$ cat config.mk
export PLATFORM = sky130hd
export DESIGN_NAME = pcmb_bank
export DESIGN_NICKNAME = d
export VERILOG_FILES = /design/src/pcmb_pkg.sv /design/src/pcmb_core_regs.sv /design/src/pcmb_bank.sv
export SDC_FILE = /design/constraint.sdc
export NUM_CORES = 1
export LEC_CHECK = 0
export BUFFER_PORTS_ARGS = -buffer_cell sky130_fd_sc_hd__clkbuf_2
export CAP_MARGIN = 15
export CORE_AREA = 3 3 349 179
export DETAILED_ROUTE_END_ITERATION = 6
export DIE_AREA = 0 0 352 182
export PLACE_DENSITY_LB_ADDON = 0.2
export SLEW_MARGIN = 10
export SYNTH_ARGS = -nofsm -noshare
export SYNTH_HDL_FRONTEND = slang
export SYNTH_HIERARCHICAL = 1
export SYNTH_SLANG_ARGS = --single-unit
$ cat constraint.sdc
create_clock -name clk -period 7.7 [get_ports clk]
set_clock_uncertainty 0.05 [all_clocks]
set_input_delay 0 -clock clk [delete_from_list [all_inputs] [get_ports clk]]
set_output_delay 0 -clock clk [all_outputs]
set_load 0.02 [all_outputs]
$ cat src/pcmb_pkg.sv
package pcmb_pkg;

   // Bus geometry: byte address = {core, upper half, index, 2'b00}.
   localparam int ADDR_W   = 12;
   localparam int IDX_LSB  = 2;
   localparam int IDX_W    = 8;
   localparam int HI_BIT   = 10;
   localparam int CORE_BIT = 11;

   // Register indices as printed; the byte address is four times these.
   localparam logic [7:0] IDX_MC_ADDR  = 8'h00;
   localparam logic [7:0] IDX_MC_TYPE  = 8'h01;
   localparam logic [7:0] IDX_FILTER   = 8'h06;
   localparam logic [7:0] IDX_STAMP    = 8'h10;
   localparam logic [7:0] IDX_PLATFORM = 8'h17;
   localparam logic [7:0] IDX_INTC     = 8'h1B;
   localparam logic [7:0] IDX_CFG      = 8'h2A;

   // Platform identification field.
   localparam int PLAT_LSB = 50;
   localparam int PLAT_W   = 3;

   // Power-on configuration field positions.
   localparam int CFG_W         = 13;
   localparam int CFG_DATA_CHK  = 1;
   localparam int CFG_RESP_CHK  = 2;
   localparam int CFG_APAR_DRV  = 3;
   localparam int CFG_BUS_ERR_N_REQ  = 4;
   localparam int CFG_BUS_ERR_N_INT  = 6;
   localparam int CFG_REINIT_DRV = 7;
   localparam int CFG_TRISTATE  = 8;
   localparam int CFG_SELF_TEST = 9;
   localparam int CFG_APAR_OBS  = 10;
   localparam int CFG_REINIT_OBS = 12;
   localparam logic [12:0] CFG_RW_MASK = 13'h00DE;
   localparam logic [12:0] CFG_RST     = 13'h0000;

   // Reset value of the per-core writable registers.
   localparam logic [63:0] REG_RST = 64'h0000000000000000;

   // Bus answers.
   localparam logic [1:0] RESP_OKAY   = 2'h0;
   localparam logic [1:0] RESP_SLVERR = 2'h2;

   // Merges a 32-bit write with byte strobes into one half of a register.
   function automatic logic [63:0] pcmb_merge(input logic [63:0] old,
                                              input logic        hi,
                                              input logic [31:0] d,
                                              input logic [3:0]  s);
      logic [63:0] r;
      r = old;
      for (int b = 0; b < 4; b++) begin
         if (s[b]) begin
            r[(hi ? 32 : 0) + 8*b +: 8] = d[8*b +: 8];
         end
      end
      return r;
   endfunction : pcmb_merge

   // Picks the half of a register that one bus word shows.
   function automatic logic [31:0] pcmb_half(input logic [63:0] v,
                                             input logic        hi);
      return hi ? v[63:32] : v[31:0];
   endfunction : pcmb_half

   // True for indices that each core holds a copy of.
   function automatic logic pcmb_is_core(input logic [7:0] idx);
      return idx == IDX_MC_ADDR || idx == IDX_MC_TYPE ||
             idx == IDX_FILTER  || idx == IDX_STAMP ||
             idx == IDX_INTC;
   endfunction : pcmb_is_core

   // True for indices held once for both cores.
   function automatic logic pcmb_is_shared(input logic [7:0] idx);
      return idx == IDX_PLATFORM || idx == IDX_CFG;
   endfunction : pcmb_is_shared

endpackage : pcmb_pkg

$ cat src/pcmb_core_regs.sv
`timescale 1ns/10ps
module pcmb_core_regs (
   input  wire logic        clk,      // Core clock.
   input  wire logic        rst_n,    // Asynchronous reset, active low.
   input  wire logic        wr_en,    // Write strobe for this core.
   input  wire logic [7:0]  wr_idx,   // Register index written.
   input  wire logic        wr_hi,    // Upper half written.
   input  wire logic [31:0] wr_data,  // Write data.
   input  wire logic [3:0]  wr_strb,  // Byte strobes.
   input  wire logic [7:0]  rd_idx,   // Register index read.
   input  wire logic        rd_hi,    // Upper half read.
   input  wire logic [63:0] mc_addr,  // Machine check address source.
   input  wire logic [63:0] mc_type,  // Machine check type source.
   output logic      [31:0] rd_data   // Read word.
);

   logic [63:0] filter_q;
   logic [63:0] stamp_q;
   logic [63:0] intc_q;

   // Write decode for the writable copies of this core.
   wire hit_filter = wr_en && wr_idx == pcmb_pkg::IDX_FILTER;
   wire hit_stamp  = wr_en && wr_idx == pcmb_pkg::IDX_STAMP;
   wire hit_intc   = wr_en && wr_idx == pcmb_pkg::IDX_INTC;

   // Only this core's own strobe writes its copies; the stamp also counts on its own.
   always_ff @(posedge clk or negedge rst_n) begin
      if (!rst_n) begin
         filter_q <= pcmb_pkg::REG_RST;
         stamp_q  <= pcmb_pkg::REG_RST;
         intc_q   <= pcmb_pkg::REG_RST;
      end else begin
         if (hit_filter) begin
            filter_q <= pcmb_pkg::pcmb_merge(filter_q, wr_hi, wr_data,
                                             wr_strb);
         end
         if (hit_intc) begin
            intc_q <= pcmb_pkg::pcmb_merge(intc_q, wr_hi, wr_data,
                                           wr_strb);
         end
         // The stamp counts every cycle; a write takes precedence.
         stamp_q <= hit_stamp ?
                    pcmb_pkg::pcmb_merge(stamp_q, wr_hi, wr_data, wr_strb) :
                    stamp_q + 64'h1;
      end
   end

   // Read selection for this core.
   wire [63:0] rd_full =
      rd_idx == pcmb_pkg::IDX_MC_ADDR ? mc_addr  :
      rd_idx == pcmb_pkg::IDX_MC_TYPE ? mc_type  :
      rd_idx == pcmb_pkg::IDX_FILTER  ? filter_q :
      rd_idx == pcmb_pkg::IDX_STAMP   ? stamp_q  :
      rd_idx == pcmb_pkg::IDX_INTC    ? intc_q   : 64'h0;
   assign rd_data = pcmb_pkg::pcmb_half(rd_full, rd_hi);
endmodule : pcmb_core_regs

$ cat src/pcmb_bank.sv
// Added by the designer: the AXI4-Lite slave port.
`timescale 1ns/10ps
module pcmb_bank #(
   parameter int NCORES = 2  // Number of cores with private copies.
) (
   input  wire logic              clk,        // Core clock, 125 MHz.
   input  wire logic              rst_n,      // Async reset, active low.
   input  wire logic [11:0]       awaddr,     // Write address.
   input  wire logic [2:0]        awprot,     // Write protection, unused.
   input  wire logic              awvalid,    // Write address valid.
   output logic                   awready,    // Write address ready.
   input  wire logic [31:0]       wdata,      // Write data.
   input  wire logic [3:0]        wstrb,      // Write byte strobes.
   input  wire logic              wvalid,     // Write data valid.
   output logic                   wready,     // Write data ready.
   output logic [1:0]             bresp,      // Write response.
   output logic                   bvalid,     // Write response valid.
   input  wire logic              bready,     // Write response ready.
   input  wire logic [11:0]       araddr,     // Read address.
   input  wire logic [2:0]        arprot,     // Read protection, unused.
   input  wire logic              arvalid,    // Read address valid.
   output logic                   arready,    // Read address ready.
   output logic [31:0]            rdata,      // Read data.
   output logic [1:0]             rresp,      // Read response.
   output logic                   rvalid,     // Read data valid.
   input  wire logic              rready,     // Read data ready.
   input  wire logic [2:0]        plat_strap, // Platform code strap.
   input  wire logic              tristate_strap,   // Tri-state strap.
   input  wire logic              self_test_strap,  // Self-test strap.
   input  wire logic              apar_obs_strap,   // Parity observe strap.
   input  wire logic              reinit_obs_strap, // Reinit observe strap.
   input  wire logic [NCORES*64-1:0] mc_addr, // Machine check addresses.
   input  wire logic [NCORES*64-1:0] mc_type, // Machine check types.
   output logic                   data_chk_en,   // Data error checking.
   output logic                   resp_chk_en,   // Response checking.
   output logic                   apar_drv_en,   // Drive parity error.
   output logic                   bus_err_n_req_en,   // Bus error, requests.
   output logic                   bus_err_n_int_en,   // Bus error, internal.
   output logic                   reinit_drv_en  // Drive reinit error.
);

   if (NCORES < 1 || NCORES > 2) begin : g_bad_cores
      $error("NCORES must be 1 or 2.");
   end

   logic                awready_q;
   logic                wready_q;
   logic                bvalid_q;
   logic [1:0]          bresp_q;
   logic                arready_q;
   logic                rvalid_q;
   logic [31:0]         rdata_q;
   logic [1:0]          rresp_q;
   logic                aw_have_q;
   logic                w_have_q;
   logic [11:0]         waddr_q;
   logic [31:0]         wdata_q;
   logic [3:0]          wstrb_q;
   logic [12:0]         cfg_rw_q;
   logic [2:0]          plat_q;
   logic                tristate_q;
   logic                self_test_q;
   logic                apar_obs_q;
   logic                reinit_obs_q;
   logic                strap_done_q;
   logic [31:0]         core_rd [NCORES];

   // Bus outputs straight from their flip-flops.
   assign awready = awready_q;
   assign wready  = wready_q;
   assign bvalid  = bvalid_q;
   assign bresp   = bresp_q;
   assign arready = arready_q;
   assign rvalid  = rvalid_q;
   assign rdata   = rdata_q;
   assign rresp   = rresp_q;

   // Handshakes and the write that fires once address and data are held.
   wire aw_take = awvalid && awready_q;
   wire w_take  = wvalid && wready_q;
   wire ar_take = arvalid && arready_q;
   wire do_wr   = aw_have_q && w_have_q && !bvalid_q;
   wire aw_have_d = (aw_have_q || aw_take) && !do_wr;
   wire w_have_d  = (w_have_q || w_take) && !do_wr;
   wire bvalid_d  = do_wr || (bvalid_q && !bready);
   wire rvalid_d  = ar_take || (rvalid_q && !rready);

   // Write address decode.
   wire [7:0] wr_idx  = waddr_q[pcmb_pkg::IDX_LSB +: pcmb_pkg::IDX_W];
   wire       wr_hi   = waddr_q[pcmb_pkg::HI_BIT];
   wire       wr_core = waddr_q[pcmb_pkg::CORE_BIT];
   wire       wr_cfg  = wr_idx == pcmb_pkg::IDX_CFG;
   wire       wr_ok   = 32'(wr_core) < NCORES &&
                        (pcmb_pkg::pcmb_is_core(wr_idx) ||
                         pcmb_pkg::pcmb_is_shared(wr_idx));

   // Read address decode.
   wire [7:0] rd_idx  = araddr[pcmb_pkg::IDX_LSB +: pcmb_pkg::IDX_W];
   wire       rd_hi   = araddr[pcmb_pkg::HI_BIT];
   wire       rd_core = araddr[pcmb_pkg::CORE_BIT];
   wire       rd_ok   = 32'(rd_core) < NCORES &&
                        (pcmb_pkg::pcmb_is_core(rd_idx) ||
                         pcmb_pkg::pcmb_is_shared(rd_idx));

   // Shared register images; reserved positions are constant zero.
   wire [63:0] plat_full = {{(64 - pcmb_pkg::PLAT_LSB - pcmb_pkg::PLAT_W)
                            {1'b0}}, plat_q,
                            {pcmb_pkg::PLAT_LSB{1'b0}}};
   wire [12:0] cfg_view;
   assign cfg_view = cfg_rw_q |
      (13'(tristate_q)   << pcmb_pkg::CFG_TRISTATE)  |
      (13'(self_test_q)  << pcmb_pkg::CFG_SELF_TEST) |
      (13'(apar_obs_q)   << pcmb_pkg::CFG_APAR_OBS)  |
      (13'(reinit_obs_q) << pcmb_pkg::CFG_REINIT_OBS);
   wire [63:0] cfg_full = {51'h0, cfg_view};

   // Shared entries ignore the core bit, so both cores see one copy.
   wire [31:0] rd_word =
      !rd_ok                          ? 32'h0 :
      rd_idx == pcmb_pkg::IDX_PLATFORM ?
         pcmb_pkg::pcmb_half(plat_full, rd_hi) :
      rd_idx == pcmb_pkg::IDX_CFG      ?
         pcmb_pkg::pcmb_half(cfg_full, rd_hi) :
      core_rd[rd_core];

   // Per-core copies, each written only by its own core select.
   for (genvar c = 0; c < NCORES; c++) begin : g_core
      pcmb_core_regs u_core (
         .clk     (clk),
         .rst_n   (rst_n),
         .wr_en   (do_wr && wr_ok && 32'(wr_core) == c),
         .wr_idx  (wr_idx),
         .wr_hi   (wr_hi),
         .wr_data (wdata_q),
         .wr_strb (wstrb_q),
         .rd_idx  (rd_idx),
         .rd_hi   (rd_hi),
         .mc_addr (mc_addr[c*64 +: 64]),
         .mc_type (mc_type[c*64 +: 64]),
         .rd_data (core_rd[c])
      );
   end

   // Write channel: hold address and data, answer once both are in.
   always_ff @(posedge clk or negedge rst_n) begin
      if (!rst_n) begin
         aw_have_q <= 1'b0;
         w_have_q  <= 1'b0;
         awready_q <= 1'b0;
         wready_q  <= 1'b0;
         bvalid_q  <= 1'b0;
         bresp_q   <= pcmb_pkg::RESP_OKAY;
         waddr_q   <= 12'h000;
         wdata_q   <= 32'h00000000;
         wstrb_q   <= 4'h0;
      end else begin
         aw_have_q <= aw_have_d;
         w_have_q  <= w_have_d;
         awready_q <= !aw_have_d && !bvalid_d;
         wready_q  <= !w_have_d && !bvalid_d;
         bvalid_q  <= bvalid_d;
         if (aw_take) begin
            waddr_q <= awaddr;
         end
         if (w_take) begin
            wdata_q <= wdata;
            wstrb_q <= wstrb;
         end
         if (do_wr) begin
            bresp_q <= wr_ok ? pcmb_pkg::RESP_OKAY : pcmb_pkg::RESP_SLVERR;
         end
      end
   end

   // Read channel: one read at a time, answered the cycle after it.
   always_ff @(posedge clk or negedge rst_n) begin
      if (!rst_n) begin
         arready_q <= 1'b0;
         rvalid_q  <= 1'b0;
         rdata_q   <= 32'h00000000;
         rresp_q   <= pcmb_pkg::RESP_OKAY;
      end else begin
         arready_q <= !rvalid_d;
         rvalid_q  <= rvalid_d;
         if (ar_take) begin
            rdata_q <= rd_word;
            rresp_q <= rd_ok ? pcmb_pkg::RESP_OKAY : pcmb_pkg::RESP_SLVERR;
         end
      end
   end

   // Only the writable enables take bus data; the rest is masked off.
   wire [63:0] cfg_new = pcmb_pkg::pcmb_merge(cfg_full, wr_hi, wdata_q,
                                              wstrb_q);
   wire        cfg_wr  = do_wr && wr_ok && wr_cfg;

   always_ff @(posedge clk or negedge rst_n) begin
      if (!rst_n) begin
         cfg_rw_q <= pcmb_pkg::CFG_RST;
      end else if (cfg_wr) begin
         cfg_rw_q <= cfg_new[12:0] & pcmb_pkg::CFG_RW_MASK;
      end
   end

   // Straps are caught once, on the first edge after reset release.
   always_ff @(posedge clk or negedge rst_n) begin
      if (!rst_n) begin
         strap_done_q <= 1'b0;
         plat_q       <= 3'h0;
         tristate_q   <= 1'b0;
         self_test_q  <= 1'b0;
         apar_obs_q   <= 1'b0;
         reinit_obs_q <= 1'b0;
      end else if (!strap_done_q) begin
         strap_done_q <= 1'b1;
         plat_q       <= plat_strap;
         tristate_q   <= tristate_strap;
         self_test_q  <= self_test_strap;
         apar_obs_q   <= apar_obs_strap;
         reinit_obs_q <= reinit_obs_strap;
      end
   end

   // Feature enables leave straight from the shared register.
   assign data_chk_en   = cfg_rw_q[pcmb_pkg::CFG_DATA_CHK];
   assign resp_chk_en   = cfg_rw_q[pcmb_pkg::CFG_RESP_CHK];
   assign apar_drv_en   = cfg_rw_q[pcmb_pkg::CFG_APAR_DRV];
   assign bus_err_n_req_en   = cfg_rw_q[pcmb_pkg::CFG_BUS_ERR_N_REQ];
   assign bus_err_n_int_en   = cfg_rw_q[pcmb_pkg::CFG_BUS_ERR_N_INT];
   assign reinit_drv_en = cfg_rw_q[pcmb_pkg::CFG_REINIT_DRV];
endmodule : pcmb_bank

==> flow_summary.json <==
{
  "finalHoldViolations": 0,
  "clk_pin_slew_worst_paths_ps": 60,
  "ys_seq_area_share_pct": 41.74,
  "overflow": 0,
  "cap_violations": 0,
  "initial_core_util_pct": 49.12,
  "vias": 28000,
  "power.density_nw_per_um2": 215.0,
  "synth_edf_count": 0,
  "die_y_um": 182,
  "grt_antenna_before_repair": 13,
  "preCtsSetupSlack_ps": 3914,
  "yosysTopAreaCellShare_pct": 41.74,
  "p_switching_mw": 2.705,
  "drive_gt1_share_pct": 29.02,
  "worst_skew_pair.late_latency_ps": 590,
  "setup_viol": 0,
  "period_share_pct": 53.11,
  "hpwl_mm": 79.82,
  "maxSlewHeadroom_pct": 20.44,
  "hold_buffers": 73,
  "synth_seq_cells": 485,
  "ir_drop_uv": 165.0,
  "cp-start-kind": "primary input",
  "via_per_inst": 6.695,
  "grt_pass1_vias": 27190,
  "drtIter0Drc": 3526,
  "grt_max_degree": 170,
  "synth.largest_area_cell": "dfrtp_1",
  "wl_per_cell_um": 27.28,
  "grt_first_pass_wirelength_mm": 169.5,
  "intPower_mw": 4.585,
  "synth_ff_type": "dfrtp_1",
  "io_pins": 383,
  "track_usage_pct": 34.31,
  "avgSynthCellArea_um2": 9.712,
  "fin_nets": 3665,
  "core_um2": 59200,
  "power_mw": 7.290,
  "fin_crit_ps": 4089,
  "status": "completed",
  "totalWireLength_mm": 114.1,
  "root_buffer": "clkbuf_16",
  "cts_sinks": 485,
  "netlist_instances": 2994,
  "p_seq_share_pct": 50.5,
  "synth.distinct_cells": 100,
  "numCtsBuffers": 48,
  "worstMarginPinSlew_ps": 1193,
  "rows": 63,
  "postCtsSetupRepairBufs": 0,
  "yosysWarnings": 6,
  "fmaxAchievable_mhz": 244.5,
  "place_congestion": 0.9416,
  "setup_tns_ps": 0,
  "design_area_um2": 33910,
  "p_clk_share_pct": 34.2,
  "area_delta_synth_final_pct": 16.61,
  "async_reset_ff_share_pct": 100.0,
  "dieWidth_um": 352,
  "netSwitchingFraction_pct": 37.10,
  "cp.required_ps": 8160,
  "dr.pass1.iters": 5,
  "cts_tree": "done",
  "clk_path_buf_depth": 3,
  "maxSlewViolCount": 0,
  "comb_power_share_pct": 15.2,
  "die_area_um2": 64060,
  "endpoint_kind": "register",
  "h-tree-depth": 2,
  "worstPathArrival_ps": 4550,
  "holdCritPathClass": "in -> reg",
  "portBuffers": 370,
  "cp_max_fo": 65,
  "yosys-top-cells-area": "dfrtp_1, mux2_2, nand2_1, o21ai_0, o22ai_1",
  "cts_resized": 0,
  "setup_slack_ps": 3611,
  "syn-cell-area_um2": 29080,
  "rsz0062_at_grt": "no",
  "p_leak_nw": 15.11,
  "antenna_left": 0,
  "place_area_um2": 31530,
  "drcViolationCount": 0,
  "critPathKind": "in -> reg"
}
registers in the layout (all words and copies together) (netlist names), 3 cells and up:
| name | flops |
|---|---|
| g_core.u_core/filter_q | 128 |
| g_core.u_core/intc_q | 128 |
| g_core.u_core/stamp_q | 128 |
| rdata | 32 |
| wdata_q | 32 |
| waddr_q | 10 |
| cfg_rw_q | 6 |
| wstrb_q | 4 |
| plat_q | 3 |
kinds of logic after synthesis:
family | after synthesis | synth area share, %
AOI/OAI and AO/OA | 859 | 20.33
xor gates and xnor gates | 1 | 0.03012
adders and majority gates | 2 | 0.08604
buffers and inverters | 254 | 3.632
DFF | 485 | 41.74
muxes | 425 | 16.28
other | 2 | 0.02583
and+or+nand+nor | 966 | 17.88
final cells by class:
| cell class | instances | area [um^2] |
|---|---|---|
| clock inverters | 18 | 201.4 |
| multi-input cells | 2256 | 15980 |
| inverters | 51 | 191.4 |
| fillers | 5230 | 25290 |
| flip-flops and latches | 485 | 12140 |
| clock buffers | 68 | 1408 |
| repair buffers | 485 | 2955 |
| well taps | 812 | 1016 |
| diodes | 8 | 20.02 |
cell usage in the layout (no fill, tap or decap), types with 62 or more instances in the layout:
| cell type | Yosys | layout |
|---|---|---|
| dlygate4sd3_1 | 1 | 72 |
| nor2_1 | 179 | 176 |
| dfrtp_1 | 485 | 485 |
| nand3_1 | 67 | 67 |
| nand2_1 | 285 | 285 |
| a221oi_1 | 63 | 63 |
| nor3_1 | 65 | 62 |
| o22ai_1 | 142 | 142 |
| mux2_2 | 374 | 374 |
| clkbuf_2 | 1 | 367 |
| o21ai_0 | 181 | 181 |
| a21oi_1 | 109 | 109 |
power groups by stage:
stage               sequential (mW)  clock, mW  combinational, mW
floorplan                      3.09          0              0.644
global placement               3.65          0               1.01
detailed placement             3.65          0               1.02
CTS                            3.60       2.51               1.09
global route                   3.66       2.62               1.19
finish                         3.69       2.50               1.11
per-layer routing:
layer  vias up  GRT usage, %  wire length [um]
li1      12130             -                 -
met1     14160         47.42             46630
met2      1447         51.51             50750
met3       256         10.17             12890
met4         8         11.30              3799
met5         -             0                55
cell usage after synthesis, types with 7 or more instances:
master    number
dfrtp_1      485
mux2_2       374
nand2_1      285
o21ai_0      181
nor2_1       179
clkbuf_1     163
o22ai_1      142
a21oi_1      109
nand3_1       67
nor3_1        65
a221oi_1      63
nand2b_1      57
nand4_1       57
inv_1         50
and3_1        45
mux2i_1       42
a31oi_1       40
a211oi_1      36
a22oi_1       36
a221o_1       35
o22a_1        33
nor4_1        31
a31o_2        27
and4_1        26
or4_1         25
o211ai_1      24
a311oi_1      19
and2_1        18
buf_2         18
nor2b_1       18
a22o_1        14
or3_1         13
o31ai_1       11
o21ai_2       10
buf_1          9
mux2_1         9
o32ai_1        9
nor2_2         8
nor2_8         8
o31a_1         8
a31o_1         7
buf_4          7
o311ai_0       7
critical path, stage by stage:
cell and delay [ps]:
dlygate4sd3_1 570, clkbuf_2 180, nor4_2 250, buf_4 610
and3b_2 700, buf_4 440, o21ai_0 350, o22ai_1 310
mux2_2 230, nand4_1 110, a32oi_1 190, dlygate4sd3_1 570
path summary, 6_finish.rpt:
path	start	cells after the start	endpoint	slack [ps]
worst max-delay path	araddr[8]	12	rdata[18]	3610
worst min-delay path	araddr[9]	5	rdata[19]	20
worst max register to register	waddr_q[5]	10	g_core[0].u_core/stamp_q[36]	3740
worst min register to register	rdata[16]	2	rdata[16]	430
max in group asynchronous	rst_n	3	g_core[1].u_core/intc_q[2]	6580
min in group asynchronous	rst_n	3	g_core[0].u_core/filter_q[20]	30
per-stage QoR:
step,instances,utilization (%),hold WS [ps]
after global routing,4181,57.27,34.11
after CTS,4175,57.25,6.570
final,4183,57.28,23.85
after global placement,4016,53.27,-4.542
after floorplan,2995,-,-345.6
after detailed placement,4016,53.27,-2.717
Note: power is estimated with default switching activity, not from simulation.
